$ cat src/rtl/sar_adc_pkg.sv
// Package: register map, field layout and timing constants of the converter
package sar_adc_pkg;

  // ****************************************************************
  // Register offsets (byte addresses)
  // ****************************************************************
  localparam logic [11:0] OFF_CONTROL = 12'h000;
  localparam logic [11:0] OFF_PORTREF = 12'h004;
  localparam logic [11:0] OFF_TIMING = 12'h008;
  localparam logic [11:0] OFF_RESULT_HIGH = 12'h00c;
  localparam logic [11:0] OFF_RESULT_LOW = 12'h010;
  localparam logic [11:0] OFF_FLAGS = 12'h014;

  // ****************************************************************
  // Field positions
  // ****************************************************************
  localparam int CTL_ENABLE = 0;
  localparam int CTL_START = 1;
  localparam int CTL_CHAN_LSB = 2;
  localparam int PR_NEG_REF = 5;
  localparam int PR_POS_REF = 4;
  localparam int TF_JUSTIFY = 7;
  localparam int TF_ACQ_LSB = 3;
  localparam int TF_CLK_LSB = 0;
  localparam int FL_DONE = 0;
  localparam int FL_IRQ_EN = 1;

  // ****************************************************************
  // Reset values and codes
  // ****************************************************************
  localparam logic [3:0] PCFG_FUSE_SET = 4'h0;
  localparam logic [3:0] PCFG_FUSE_CLEAR = 4'h7;
  localparam logic [2:0] ACQ_MANUAL = 3'h0;
  localparam logic [3:0] CHAN_LAST = 4'hc;
  localparam logic [4:0] CONV_PERIODS = 5'h0b;
  localparam logic [4:0] GAP_PERIODS = 5'h02;
  localparam int PINS = 13;

  // ****************************************************************
  // Types
  // ****************************************************************
  typedef struct packed {
    logic negRef;
    logic posRef;
    logic [12:0] analogPins;
    logic [3:0] channel;
    logic channelValid;
  } analog_ctl_t;

  typedef enum logic [2:0] {
    ST_OFF, ST_SAMPLE, ST_ACQUIRE, ST_RC_DELAY, ST_CONVERT, ST_GAP
  } conv_state_t;

endpackage

$ cat src/rtl/sar_adc_sequencer.sv
// Sequencer and APB register file of a 10-bit successive-approximation ADC
// Function
// - Bit 5 selects negative reference: pin two when 1, ground when 0.
// - Bit 4 selects positive reference: pin three when 1, supply when 0.
// - Pin code 0-2 all analog; each higher code makes one more digital.
// - Pin config resets to 0000 if fuse is 1, else 0111.
// - Acquisition codes 7..0 give 20,16,12,8,6,4,2,0 bit periods.
// - Clock codes give clk/2,8,32,4,16,64; x11 selects internal RC clock.
// - RC clock start delayed by one instruction cycle.
// - Completion loads result pair, clears start bit, sets done flag.
// - Reset returns registers, turns converter off, aborts conversion.
// - Result pair is not initialised by reset.
// - Nonzero acquisition code: sample programmed periods then convert.
// - Acquisition code 000 converts at once; it is the reset value.
// - After conversion resume sampling; no acquisition-end indication.
// - Conversion takes eleven bit periods.
// - At least two bit periods between conversion and next acquisition.
// - Holding capacitor disconnected once conversion begins.
// - Channel codes 0-12 route channels; higher codes unimplemented.
// - Start bit reads 1 while converting; enable bit switches module.
// - Clearing start aborts conversion; result keeps previous value.
//
// The implementer's own choices: the APB slave port and the placing of the registers.
`timescale 1ns/10ps
`default_nettype none
module sar_adc_sequencer
  import sar_adc_pkg::*;
#(
  parameter int INSTR_CYCLE = 4
) (
  input wire logic clk,
  input wire logic reset_n,
  input wire logic portbAnalogFuse,
  input wire logic rcClockTick,
  input wire logic psel,
  input wire logic penable,
  input wire logic pwrite,
  input wire logic [11:0] paddr,
  input wire logic [31:0] pwdata,
  output logic [31:0] prdata,
  output logic pready,
  output logic pslverr,
  input wire logic compareHigh,
  output logic [9:0] trialCode,
  output logic sampleConnect,
  output logic convDoneIrq,
  output analog_ctl_t analogCtl
);

  if (INSTR_CYCLE < 1 || INSTR_CYCLE > 255) begin : g_bad_cycle
    $error("INSTR_CYCLE out of range");
  end

  // ****************************************************************
  // Registers
  // ****************************************************************
  logic enable_q, start_q, justify_q, done_q, irqEn_q, fuseSeen_q;
  logic negRef_q, posRef_q;
  logic [3:0] chan_q, pcfg_q;
  logic [2:0] acq_q, clkSel_q;
  logic [7:0] resHigh_q, resLow_q;
  logic [9:0] sar_q;
  logic [5:0] div_q;
  logic [4:0] tad_q;
  logic [7:0] dly_q;
  conv_state_t state_q, state_d;

  // ****************************************************************
  // Decode
  // ****************************************************************
  function automatic logic [4:0] acq_periods(input logic [2:0] code);
    unique case (code)
      3'h7: acq_periods = 5'h14;
      3'h6: acq_periods = 5'h10;
      3'h5: acq_periods = 5'h0c;
      3'h4: acq_periods = 5'h08;
      3'h3: acq_periods = 5'h06;
      3'h2: acq_periods = 5'h04;
      3'h1: acq_periods = 5'h02;
      3'h0: acq_periods = 5'h00;
    endcase
  endfunction

  function automatic logic [5:0] div_mask(input logic [2:0] code);
    unique case (code)
      3'h0: div_mask = 6'h01;
      3'h1: div_mask = 6'h07;
      3'h2: div_mask = 6'h1f;
      3'h4: div_mask = 6'h03;
      3'h5: div_mask = 6'h0f;
      3'h6: div_mask = 6'h3f;
      default: div_mask = 6'h00;
    endcase
  endfunction

  wire logic setup = psel && !penable;
  wire logic access = psel && penable;
  wire logic wrAcc = access && pwrite;
  wire logic wrCtl = wrAcc && paddr == OFF_CONTROL;
  wire logic wrPr = wrAcc && paddr == OFF_PORTREF;
  wire logic wrTf = wrAcc && paddr == OFF_TIMING;
  wire logic wrRh = wrAcc && paddr == OFF_RESULT_HIGH;
  wire logic wrRl = wrAcc && paddr == OFF_RESULT_LOW;
  wire logic wrFl = wrAcc && paddr == OFF_FLAGS;
  wire logic mapped = paddr == OFF_CONTROL || paddr == OFF_PORTREF ||
      paddr == OFF_TIMING || paddr == OFF_RESULT_HIGH ||
      paddr == OFF_RESULT_LOW || paddr == OFF_FLAGS;
  wire logic useRc = clkSel_q[1:0] == 2'h3;
  wire logic [5:0] mask = div_mask(clkSel_q);
  // One bit-period tick, from the divider or the RC oscillator
  wire logic tadTick = useRc ? rcClockTick : (div_q == mask);
  wire logic busy = state_q == ST_ACQUIRE || state_q == ST_RC_DELAY ||
      state_q == ST_CONVERT;
  // Start taken only while sampling, so it cannot stick during the gap
  wire logic goReq = wrCtl && pwdata[CTL_START] && pwdata[CTL_ENABLE] &&
      enable_q && state_q == ST_SAMPLE;
  // Clearing start or the enable aborts a conversion in flight
  wire logic abort = wrCtl && busy &&
      (!pwdata[CTL_START] || !pwdata[CTL_ENABLE]);
  wire logic lastBit = state_q == ST_CONVERT && tadTick &&
      tad_q == CONV_PERIODS - 5'h01;
  wire logic complete = lastBit && !abort;
  wire logic [9:0] finalCode = sar_q | {9'h000, compareHigh};
  // Right-justified in low ten bits, left-justified in upper ten
  wire logic [15:0] resultWord = justify_q ? {6'h00, finalCode} :
      {finalCode, 6'h00};
  wire logic [4:0] acqLen = acq_periods(acq_q);

  // ****************************************************************
  // Sequencer
  // ****************************************************************
  always_comb begin
    state_d = state_q;
    unique case (state_q)
      ST_OFF: if (enable_q) state_d = ST_SAMPLE;
      ST_SAMPLE: begin
        if (goReq) begin
          if (useRc) state_d = ST_RC_DELAY;
          else if (acq_q == ACQ_MANUAL) state_d = ST_CONVERT;
          else state_d = ST_ACQUIRE;
        end
      end
      ST_RC_DELAY: begin
        if (dly_q == 8'h00) begin
          state_d = (acq_q == ACQ_MANUAL) ? ST_CONVERT : ST_ACQUIRE;
        end
      end
      ST_ACQUIRE: begin
        if (tadTick && tad_q == acqLen - 5'h01) state_d = ST_CONVERT;
      end
      ST_CONVERT: if (lastBit) state_d = ST_GAP;
      ST_GAP: begin
        if (tadTick && tad_q == GAP_PERIODS - 5'h01) begin
          state_d = ST_SAMPLE;
        end
      end
    endcase
    if (abort) state_d = ST_GAP;
    if (!enable_q) state_d = ST_OFF;
  end

  always_ff @(posedge clk or negedge reset_n) begin
    if (!reset_n) begin
      state_q <= ST_OFF;
      tad_q <= 5'h00;
      div_q <= 6'h00;
      dly_q <= 8'h00;
      sar_q <= 10'h000;
    end else begin
      state_q <= state_d;
      div_q <= (tadTick || useRc || state_q == ST_SAMPLE) ? 6'h00 :
          div_q + 6'h01;
      if (state_d != state_q) tad_q <= 5'h00;
      else if (tadTick) tad_q <= tad_q + 5'h01;
      if (goReq) dly_q <= 8'(INSTR_CYCLE - 1);
      else if (dly_q != 8'h00) dly_q <= dly_q - 8'h01;
      // Successive approximation, most significant bit first
      if (state_q != ST_CONVERT) sar_q <= 10'h200;
      else if (tadTick && tad_q < 5'h0a) begin
        sar_q <= (sar_q & ~(10'h200 >> tad_q[3:0])) |
            ({9'h000, compareHigh} << (4'h9 - tad_q[3:0])) |
            (10'h100 >> tad_q[3:0]);
      end
    end
  end

  // ****************************************************************
  // Register file
  // ****************************************************************
  always_ff @(posedge clk or negedge reset_n) begin
    if (!reset_n) begin
      enable_q <= 1'b0;
      start_q <= 1'b0;
      chan_q <= 4'h0;
      negRef_q <= 1'b0;
      posRef_q <= 1'b0;
      pcfg_q <= PCFG_FUSE_SET;
      fuseSeen_q <= 1'b0;
      justify_q <= 1'b0;
      acq_q <= ACQ_MANUAL;
      clkSel_q <= 3'h0;
      done_q <= 1'b0;
      irqEn_q <= 1'b0;
    end else begin
      fuseSeen_q <= 1'b1;
      if (!fuseSeen_q) begin
        pcfg_q <= portbAnalogFuse ? PCFG_FUSE_SET : PCFG_FUSE_CLEAR;
      end else if (wrPr) begin
        pcfg_q <= pwdata[3:0];
      end
      if (wrCtl) begin
        enable_q <= pwdata[CTL_ENABLE];
        chan_q <= pwdata[CTL_CHAN_LSB +: 4];
      end
      if (goReq) start_q <= 1'b1;
      else if (complete || abort || (wrCtl && !pwdata[CTL_ENABLE])) begin
        start_q <= 1'b0;
      end
      if (wrPr) begin
        negRef_q <= pwdata[PR_NEG_REF];
        posRef_q <= pwdata[PR_POS_REF];
      end
      if (wrTf) begin
        justify_q <= pwdata[TF_JUSTIFY];
        acq_q <= pwdata[TF_ACQ_LSB +: 3];
        clkSel_q <= pwdata[TF_CLK_LSB +: 3];
      end
      if (wrFl) irqEn_q <= pwdata[FL_IRQ_EN];
      // Completion wins over a software clear in the same cycle
      if (complete) done_q <= 1'b1;
      else if (wrFl && !pwdata[FL_DONE]) done_q <= 1'b0;
    end
  end

  // Result pair has no reset
  always_ff @(posedge clk) begin
    if (complete) begin
      resHigh_q <= resultWord[15:8];
      resLow_q <= resultWord[7:0];
    end else begin
      if (wrRh) resHigh_q <= pwdata[7:0];
      if (wrRl) resLow_q <= pwdata[7:0];
    end
  end

  // ****************************************************************
  // Outputs
  // ****************************************************************
  wire logic [31:0] rdMux =
      paddr == OFF_CONTROL ? {26'h0, chan_q, start_q && enable_q, enable_q} :
      paddr == OFF_PORTREF ? {26'h0, negRef_q, posRef_q, pcfg_q} :
      paddr == OFF_TIMING ? {24'h0, justify_q, 1'b0, acq_q, clkSel_q} :
      paddr == OFF_RESULT_HIGH ? {24'h0, resHigh_q} :
      paddr == OFF_RESULT_LOW ? {24'h0, resLow_q} :
      paddr == OFF_FLAGS ? {30'h0, irqEn_q, done_q} : 32'h0;
  // Pins above the code count turn digital from the top pin down
  function automatic logic [12:0] analog_map(input logic [3:0] code);
    analog_map = (code <= 4'h2) ? 13'h1fff :
        13'h1fff >> (code - 4'h2);
  endfunction

  always_ff @(posedge clk or negedge reset_n) begin
    if (!reset_n) begin
      prdata <= 32'h0;
      pready <= 1'b0;
      pslverr <= 1'b0;
      trialCode <= 10'h000;
      sampleConnect <= 1'b0;
      convDoneIrq <= 1'b0;
      analogCtl <= '0;
    end else begin
      pready <= setup;
      pslverr <= setup && !mapped;
      prdata <= setup && !pwrite ? rdMux : 32'h0;
      trialCode <= sar_q;
      sampleConnect <= state_d == ST_SAMPLE ||
          state_d == ST_ACQUIRE || state_d == ST_RC_DELAY;
      convDoneIrq <= done_q && irqEn_q;
      analogCtl.negRef <= negRef_q;
      analogCtl.posRef <= posRef_q;
      analogCtl.analogPins <= analog_map(pcfg_q);
      analogCtl.channel <= chan_q;
      analogCtl.channelValid <= chan_q <= CHAN_LAST;
    end
  end

  // ****************************************************************
  // Assertions
  // ****************************************************************
  a_conv_length: assert property (@(posedge clk) disable iff (!reset_n)
    $rose(state_q == ST_CONVERT) |-> state_q == ST_CONVERT [*8])
    else $error("conversion ended early");
  a_done_sets: assert property (@(posedge clk) disable iff (!reset_n)
    complete |=> done_q && !start_q)
    else $error("done not signalled");
  a_manual_go: assert property (@(posedge clk) disable iff (!reset_n)
    goReq && !useRc && acq_q == ACQ_MANUAL |=> state_q == ST_CONVERT)
    else $error("manual start not immediate");
  a_auto_acq: assert property (@(posedge clk) disable iff (!reset_n)
    goReq && !useRc && acq_q != ACQ_MANUAL |=> state_q == ST_ACQUIRE)
    else $error("acquisition skipped");
  a_rc_delay: assert property (@(posedge clk) disable iff (!reset_n)
    goReq && useRc |=> state_q == ST_RC_DELAY)
    else $error("rc delay missing");
  a_gap_after: assert property (@(posedge clk) disable iff (!reset_n)
    state_q == ST_CONVERT && state_d != ST_CONVERT && enable_q
    |=> state_q == ST_GAP)
    else $error("no gap after conversion");
  a_abort_keep: assert property (@(posedge clk) disable iff (!reset_n)
    abort && !complete |=> $stable(resHigh_q) && $stable(resLow_q))
    else $error("result changed on abort");
  a_hold_open: assert property (@(posedge clk) disable iff (!reset_n)
    state_q == ST_CONVERT |=> !sampleConnect)
    else $error("capacitor connected in conversion");
  a_off_idle: assert property (@(posedge clk) disable iff (!reset_n)
    !enable_q |=> state_q == ST_OFF)
    else $error("module runs while off");

  c_manual: cover property (@(posedge clk) disable iff (!reset_n)
    goReq && acq_q == ACQ_MANUAL);
  c_auto: cover property (@(posedge clk) disable iff (!reset_n)
    complete && acq_q != ACQ_MANUAL);
  c_abort: cover property (@(posedge clk) disable iff (!reset_n) abort);

endmodule
`default_nettype wire

$ cat config.mk
export PLATFORM = sky130hd
export DESIGN_NAME = sar_adc_sequencer
export DESIGN_NICKNAME = d
export VERILOG_FILES = /design/src/rtl/sar_adc_pkg.sv /design/src/rtl/sar_adc_sequencer.sv
export SDC_FILE = /design/constraint.sdc
export NUM_CORES = 1
export LEC_CHECK = 0
export ABC_CLOCK_PERIOD_IN_PS = 3400
export BUFFER_PORTS_ARGS = -buffer_cell sky130_fd_sc_hd__clkbuf_2
export CORE_MARGIN = 2
export CORE_UTILIZATION = 56
export CTS_BUF_LIST = sky130_fd_sc_hd__clkbuf_16
export DETAILED_ROUTE_END_ITERATION = 8
export PLACE_DENSITY_LB_ADDON = 0.15
export SETUP_SLACK_MARGIN = 0.5
export SYNTH_ARGS = -nofsm -noshare
export SYNTH_HDL_FRONTEND = slang
export SYNTH_SLANG_ARGS = --single-unit
$ cat constraint.sdc
create_clock -name clk -period 3.4 [get_ports clk]
set_input_delay 0.17 -clock clk [delete_from_list [all_inputs] [get_ports clk]]
set_output_delay 0.17 -clock clk [all_outputs]
set_load 0.05 [all_outputs]
Word-level counts from Yosys, hierarchy flattened --
Memory sizes are Yosys's and may differ from the RTL's. Index checks and enable logic that the tools add are counted.
Operators by class: divide/modulo/power cells 0, muxes and demuxes 39, eq/ne operators 26, magnitude comparators 3, reduce and logical (&&, ||, !) cells 60, multipliers 0, $add $sub $neg 6, shift-type cells 4, bitwise operators 5
Operators by type and width (count):
- two-way mux 8 bit | 12
- one-hot mux 6 bit (6 select lines) | 1
- two-way mux 3 bit | 10
- logical AND 1 bit | 27
- equality test 12 x 4 -> 1 bit (second input constant) | 2
- equality test 12 x 5 -> 1 bit (second input constant) | 2
- two-way mux 10 bit | 2
- bitwise OR 10 bit | 2
- one-hot mux 3 bit (6 select lines) | 1
- two-way mux 16 bit | 1
- equality test 3 x 2 -> 1 bit (second input constant) | 5
- equality test 3 bit (second input constant) | 5
- logical OR 1 bit | 14
- nonzero test 2 bit | 7
- two-way mux 13 bit | 1
- right shift 13 x 4 -> 13 bit (first input constant) | 1
- equality test 12 x 3 -> 1 bit (second input constant) | 1
- logical NOT 12 bit | 1
- AND 10 bit | 1
- two-way mux 5 bit | 2
- NOT 10 bit | 1
- bitwise OR 10 x 1 -> 10 bit | 1
- << shifter 1 x 4 -> 10 bit | 1
- right shift 10 x 4 -> 10 bit (first input constant) | 1
- 27 further kinds | 41
Word-level totals: word-level logic and storage cells 174, register bits 112, RAM bits 0, latch bits 0, memories kept 1, output and inout bits 66, input bits 52, ROM bits 32
Memory list:
- (name not given) | words 8, bits a word 4, rd ports 1, clocked after memory_dff 0, wr ports 0, line sar_adc_sequencer.sv:72 | unique case (code)

Logic depth before layout (Yosys ltp) --
depth in word-level cells 14, depth in mapped cells 9, mapped depth without buffers 8

Least setup slack after synthesis --
Ideal clock, no wire load.
path kind reg2reg, from register clkSel_q[0], to register resHigh_q[0], enable pin, cell stages (with the launch flop) 9, buffers on the path 2, library setup time 0.329 ns, arrival time 2.076 ns, slack 0.995 ns, data required time 3.071 ns, clock period less this slack 2.405 ns, cells stage by stage dfrtp_1 -> buf_6 -> xor3_1 -> nor2_1 -> o221a_1 -> buf_6 -> nor2_4 -> or4_1 -> nand2_1
Between the ends: word-level cells in the longest chain between the ends 8, elaborated cells on any way between the ends 14, those cells by class eq/ne: 7; mux: 2; reduce/logical: 5
Ends and longest elaborated chain:
- start, declared | line sar_adc_sequencer.sv:60 | logic [2:0] acq_q, clkSel_q;
- start signal, assigned | line sar_adc_sequencer.sv:226 | clkSel_q <= pwdata[TF_CLK_LSB +: 3];
- equality test 3 bit (tied with other cells) | line sar_adc_sequencer.sv:85 | unique case (code)
- one-hot mux 6 bit (6 select lines) | line sar_adc_sequencer.sv:85
- equality test 6 bit | line sar_adc_sequencer.sv:111 | wire logic tadTick = useRc ? rcClockTick : (div_q == mask);
- two-way mux 1 bit * | line sar_adc_sequencer.sv:111
- logical AND 1 bit * (2 in series) | line sar_adc_sequencer.sv:120 | wire logic lastBit = state_q == ST_CONVERT && tadTick &&
- logical AND 1 bit * | line sar_adc_sequencer.sv:122 | wire logic complete = lastBit && !abort;
- nonzero test 2 bit (no source line) *
- end signal, assigned | line sar_adc_sequencer.sv:238 | resHigh_q <= resultWord[15:8];
- end signal, assigned | line sar_adc_sequencer.sv:241 | if (wrRh) resHigh_q <= pwdata[7:0];
- end, declared | line sar_adc_sequencer.sv:61 | logic [7:0] resHigh_q, resLow_q;
Mark *: on every way between the ends. The rest lies on a longest branch, timed or not. A chain may end at the register's enable or synchronous reset.

Final worst setup path --
from register clkSel_q[0], to register resHigh_q[4], enable pin
Same word-level chain as after synthesis.

==> results.md <==
- CTS clock-pin slew for the worst setup and hold paths: 0.07 ns
- Critical Setup Path Class: reg2reg
- RSZ-0062 raised after global routing: false
- FF-to-FF Start: clkSel_q[0]$_DFFE_PN0P_
- ANT cells: 0
- Warnings, synthesis: 0
- Crit path time final: 2.73 ns
- Share of layout cells above drive strength 1: 20.0%
- Slew @ Worst Pin: 0.650 ns
- IO buf count: 69
- Max cap viols: 0
- Overall die area: 0.0117 mm²
- Nature of the critical path endpoint: flip-flop
- # clock sinks: 112
- Setup Total Neg Slack: 0 ns
- Fin. max-slew vios: 0
- Fin Clk Skew: 0.00552 ns
- Hold path depth: 2
- Largest net degree at the start of global routing: 52
- Iteration-0 DRC Markers: between 300 and 400
- Post-DP HPWL: 10100 µm
- Routability cong.: 0.889
- Area delta synth->final: 10.6%
- Hold Path Class: in2reg
- Mapped Cells: 586
- Worst Hold Endpoint: justify_q$_DFFE_PN0P_
- Async SR Flop Fraction: 85.7%
- Setup Buffers After CTS: 0
- Fill cells: 870
- Top_reg_cell synth: dfrtp_1
- CTS tree: built
- Relative slew slack: 56.3%
- Vias per cell: between 5 and 6
- Grt total ovfl: 0
- GR Util All Layers: 24.5%
- Register area share after synthesis: 47.6%
- Hold_ws: 0.0774 ns
- Reg2reg path depth: 6
- Die Y: 108 µm
- Worst Path Required: 3.42 ns
- Worst EP arrival: roughly 2.8 ns
- Final setup fails: 0
- Rows: 37
- Die Width: roughly 110 µm
- Critical Path Source Type: flip-flop
- Pwr/cell area: 539 mW/mm²
- Hold wc startpoint: pwdata[7]
- Status: finished, final reports clean
- Area leader, netlist: dfrtp_1
- Period utilization: 80.4%
- Ranking of synthesized cells by area: dfrtp_1 40%, edfxtp_1 7.9%, nand2_1 3.8%, buf_4 3.6%, mux2_2 3.5%
- First-pass GRT wire length: 22100 µm
- ANT nets after route: 0
- Netlist cell types: 75
- Maximum VDD drop: 0.483 mV
- Longest Clk Path Bufs: 2
- R2r setup slk: 0.67 ns
- Netlist area before placement: 0.00605 mm²
- Top-level I/O count: approximately 120
- H-Tree Depth: 3
- Worst Path Max Fanout: 10
- Vias in the first global route: 4477
- Total Nets Final: 713
- Routed length per placed instance: 17.5 µm
- Initial core utilization: 58.1%
- Fmax: between 0.3 and 0.4 GHz
- EDFF count, synth: 16
- Core Region: 0.0104 mm²
- Routed WL: 13700 µm
- Pleak: 2.94 nW
- Clk root buf: clkbuf_16
- Syn_area_per_cell: 10.3 µm²
- R2r endpoint: resHigh_q[4]$_DFFE_PP_
- Vias: approximately 4600
- Initial antenna violation count: 0
- TritonCTS buffer count: 9
- Clk_lat worst skew: 0.35 ns
- DR DRC count: 0
- DRT Pass-1 Iters: 5
- Yosys top cell area share: 39.7%
- Final hold violation count: 0
- Register bit count reported by yosys: between 100 and 150
## kinds of logic (layout without fill, tap and decap cells)
group	after synthesis	count (layout)	synth area share [%]
and+or+nand+nor	214	214	19.0
xor gates and xnor gates	17	17	2.71
DFF	112	112	47.6
other	2	25	0.124
AOI/OAI and AO/OA	125	125	15.1
buffers and inverters	69	111	6.70
adders and majority gates	15	15	3.10
muxes	32	32	5.69
## routing by layer
metal | wire [µm] | global-route usage, % | vias up
met5 | 0 | 0 | -
met4 | 348 | 10.8 | 0
met3 | 866 | 3.01 | 30
met2 | 6640 | 40.7 | 210
met1 | 5880 | 32.5 | 2204
li1 | - | - | 2179
## worst max-delay path by stage
stage	from	to	slack, ns	cells past startpoint
2_1_floorplan	clkSel_q[0]$_DFFE_PN0P_	resHigh_q[0]$_DFFE_PP_	1.0	8
3_3_place_gp	state_q[0]$_DFF_PN0_	resHigh_q[4]$_DFFE_PP_	0.70	4
3_5_place_dp	state_q[0]$_DFF_PN0_	resHigh_q[5]$_DFFE_PP_	0.68	4
4_1_cts	state_q[0]$_DFF_PN0_	resHigh_q[1]$_DFFE_PP_	0.66	4
5_1_grt	state_q[0]$_DFF_PN0_	tad_q[2]$_DFFE_PN0P_	0.51	6
6_report	clkSel_q[0]$_DFFE_PN0P_	resHigh_q[4]$_DFFE_PP_	0.67	6
## worst max-delay path, cell delays in order, from the launching register on
cell     delay, ns
dfrtp_1       0.60
xor3_1        0.39
nor2_1        0.14
o221a_1       0.28
nor2_4        0.09
or4_1         0.58
nand2_1       0.31
## Yosys cell counts (5+ instances only)
library cell  instances
a21oi_1              17
nand2b_1             15
a22oi_1               5
and3_1                6
nor4_1                5
nand4_1               7
o31ai_1               8
mux2i_1              13
a21o_1                6
and2_1                7
xnor2_1              10
ha_1                 15
or3_1                 7
nor2b_1               8
buf_4                29
nor2_1               39
clkbuf_1             11
o21a_1                5
nor3_1               14
inv_1                19
dfrtp_1              96
nand3_1              15
o21ai_0              35
nand2_1              62
xor2_1                6
mux2_2               19
edfxtp_1             16
buf_2                 6
## power breakdown
group	internal [mW]	switching (mW)
clock network	0.581	0.498
registers	1.42	0.121
logic	0.329	0.657
## flip-flops by register name (all words and copies together), names as in the netlist, 6 cells and up
name	cells
resHigh_q	8
sar_q	10
trialCode	10
div_q	6
analogCtl	20
dly_q	8
resLow_q	8
prdata	8
## stage by stage
| stage | power, mW | utilization (%) | area [µm²] | std cells | setup WS, ns |
|---|---|---|---|---|---|
| 6_report | 3.61 | 64.3 | 6700 | 787 | 0.666 |
| 5_1_grt | 3.79 | 64.3 | 6700 | 787 | 0.513 |
| 4_1_cts | 3.61 | 64.1 | 6680 | 787 | 0.660 |
| 3_5_place_dp | 2.53 | 61.1 | 6370 | 770 | 0.677 |
| 3_3_place_gp | 2.51 | 61.1 | 6370 | 770 | 0.698 |
| 2_1_floorplan | 2.34 | - | 6140 | 609 | 0.995 |
## final cells by class
| type | count | area (µm²) | area share (%) |
|---|---|---|---|
| sequential | 112 | 2880 | 43.1 |
| multi-input combinational | 428 | 2860 | 42.8 |
| timing repair buffer | 76 | 403 | 6.02 |
| clock buffer | 9 | 225 | 3.36 |
| tap | 136 | 170 | 2.54 |
| clock inverter | 7 | 80.1 | 1.20 |
| inverter | 19 | 71.3 | 1.07 |
## cells in the final DEF, fill, tap and decap left out, types with 15 or more instances in the layout
cell type | synthesis | routed
a21oi_1 | 17 | 17
clkbuf_2 | 0 | 68
conb_1 | 2 | 25
dfrtp_1 | 96 | 96
edfxtp_1 | 16 | 16
ha_1 | 15 | 15
inv_1 | 19 | 20
mux2_2 | 19 | 19
nand2_1 | 62 | 62
nand2b_1 | 15 | 15
nand3_1 | 15 | 15
nor2_1 | 39 | 39
o21ai_0 | 35 | 35
## timing repair
| item | CTS | global route |
|---|---|---|
| hold endpoints to repair | 45 | 0 |
| endpoints found under the setup margin | 0 | 31 |
| gates resized for setup | 0 | 2 |
| hold buffers | 1 | 0 |
No activity file was read; power rests on OpenSTA's default activity.
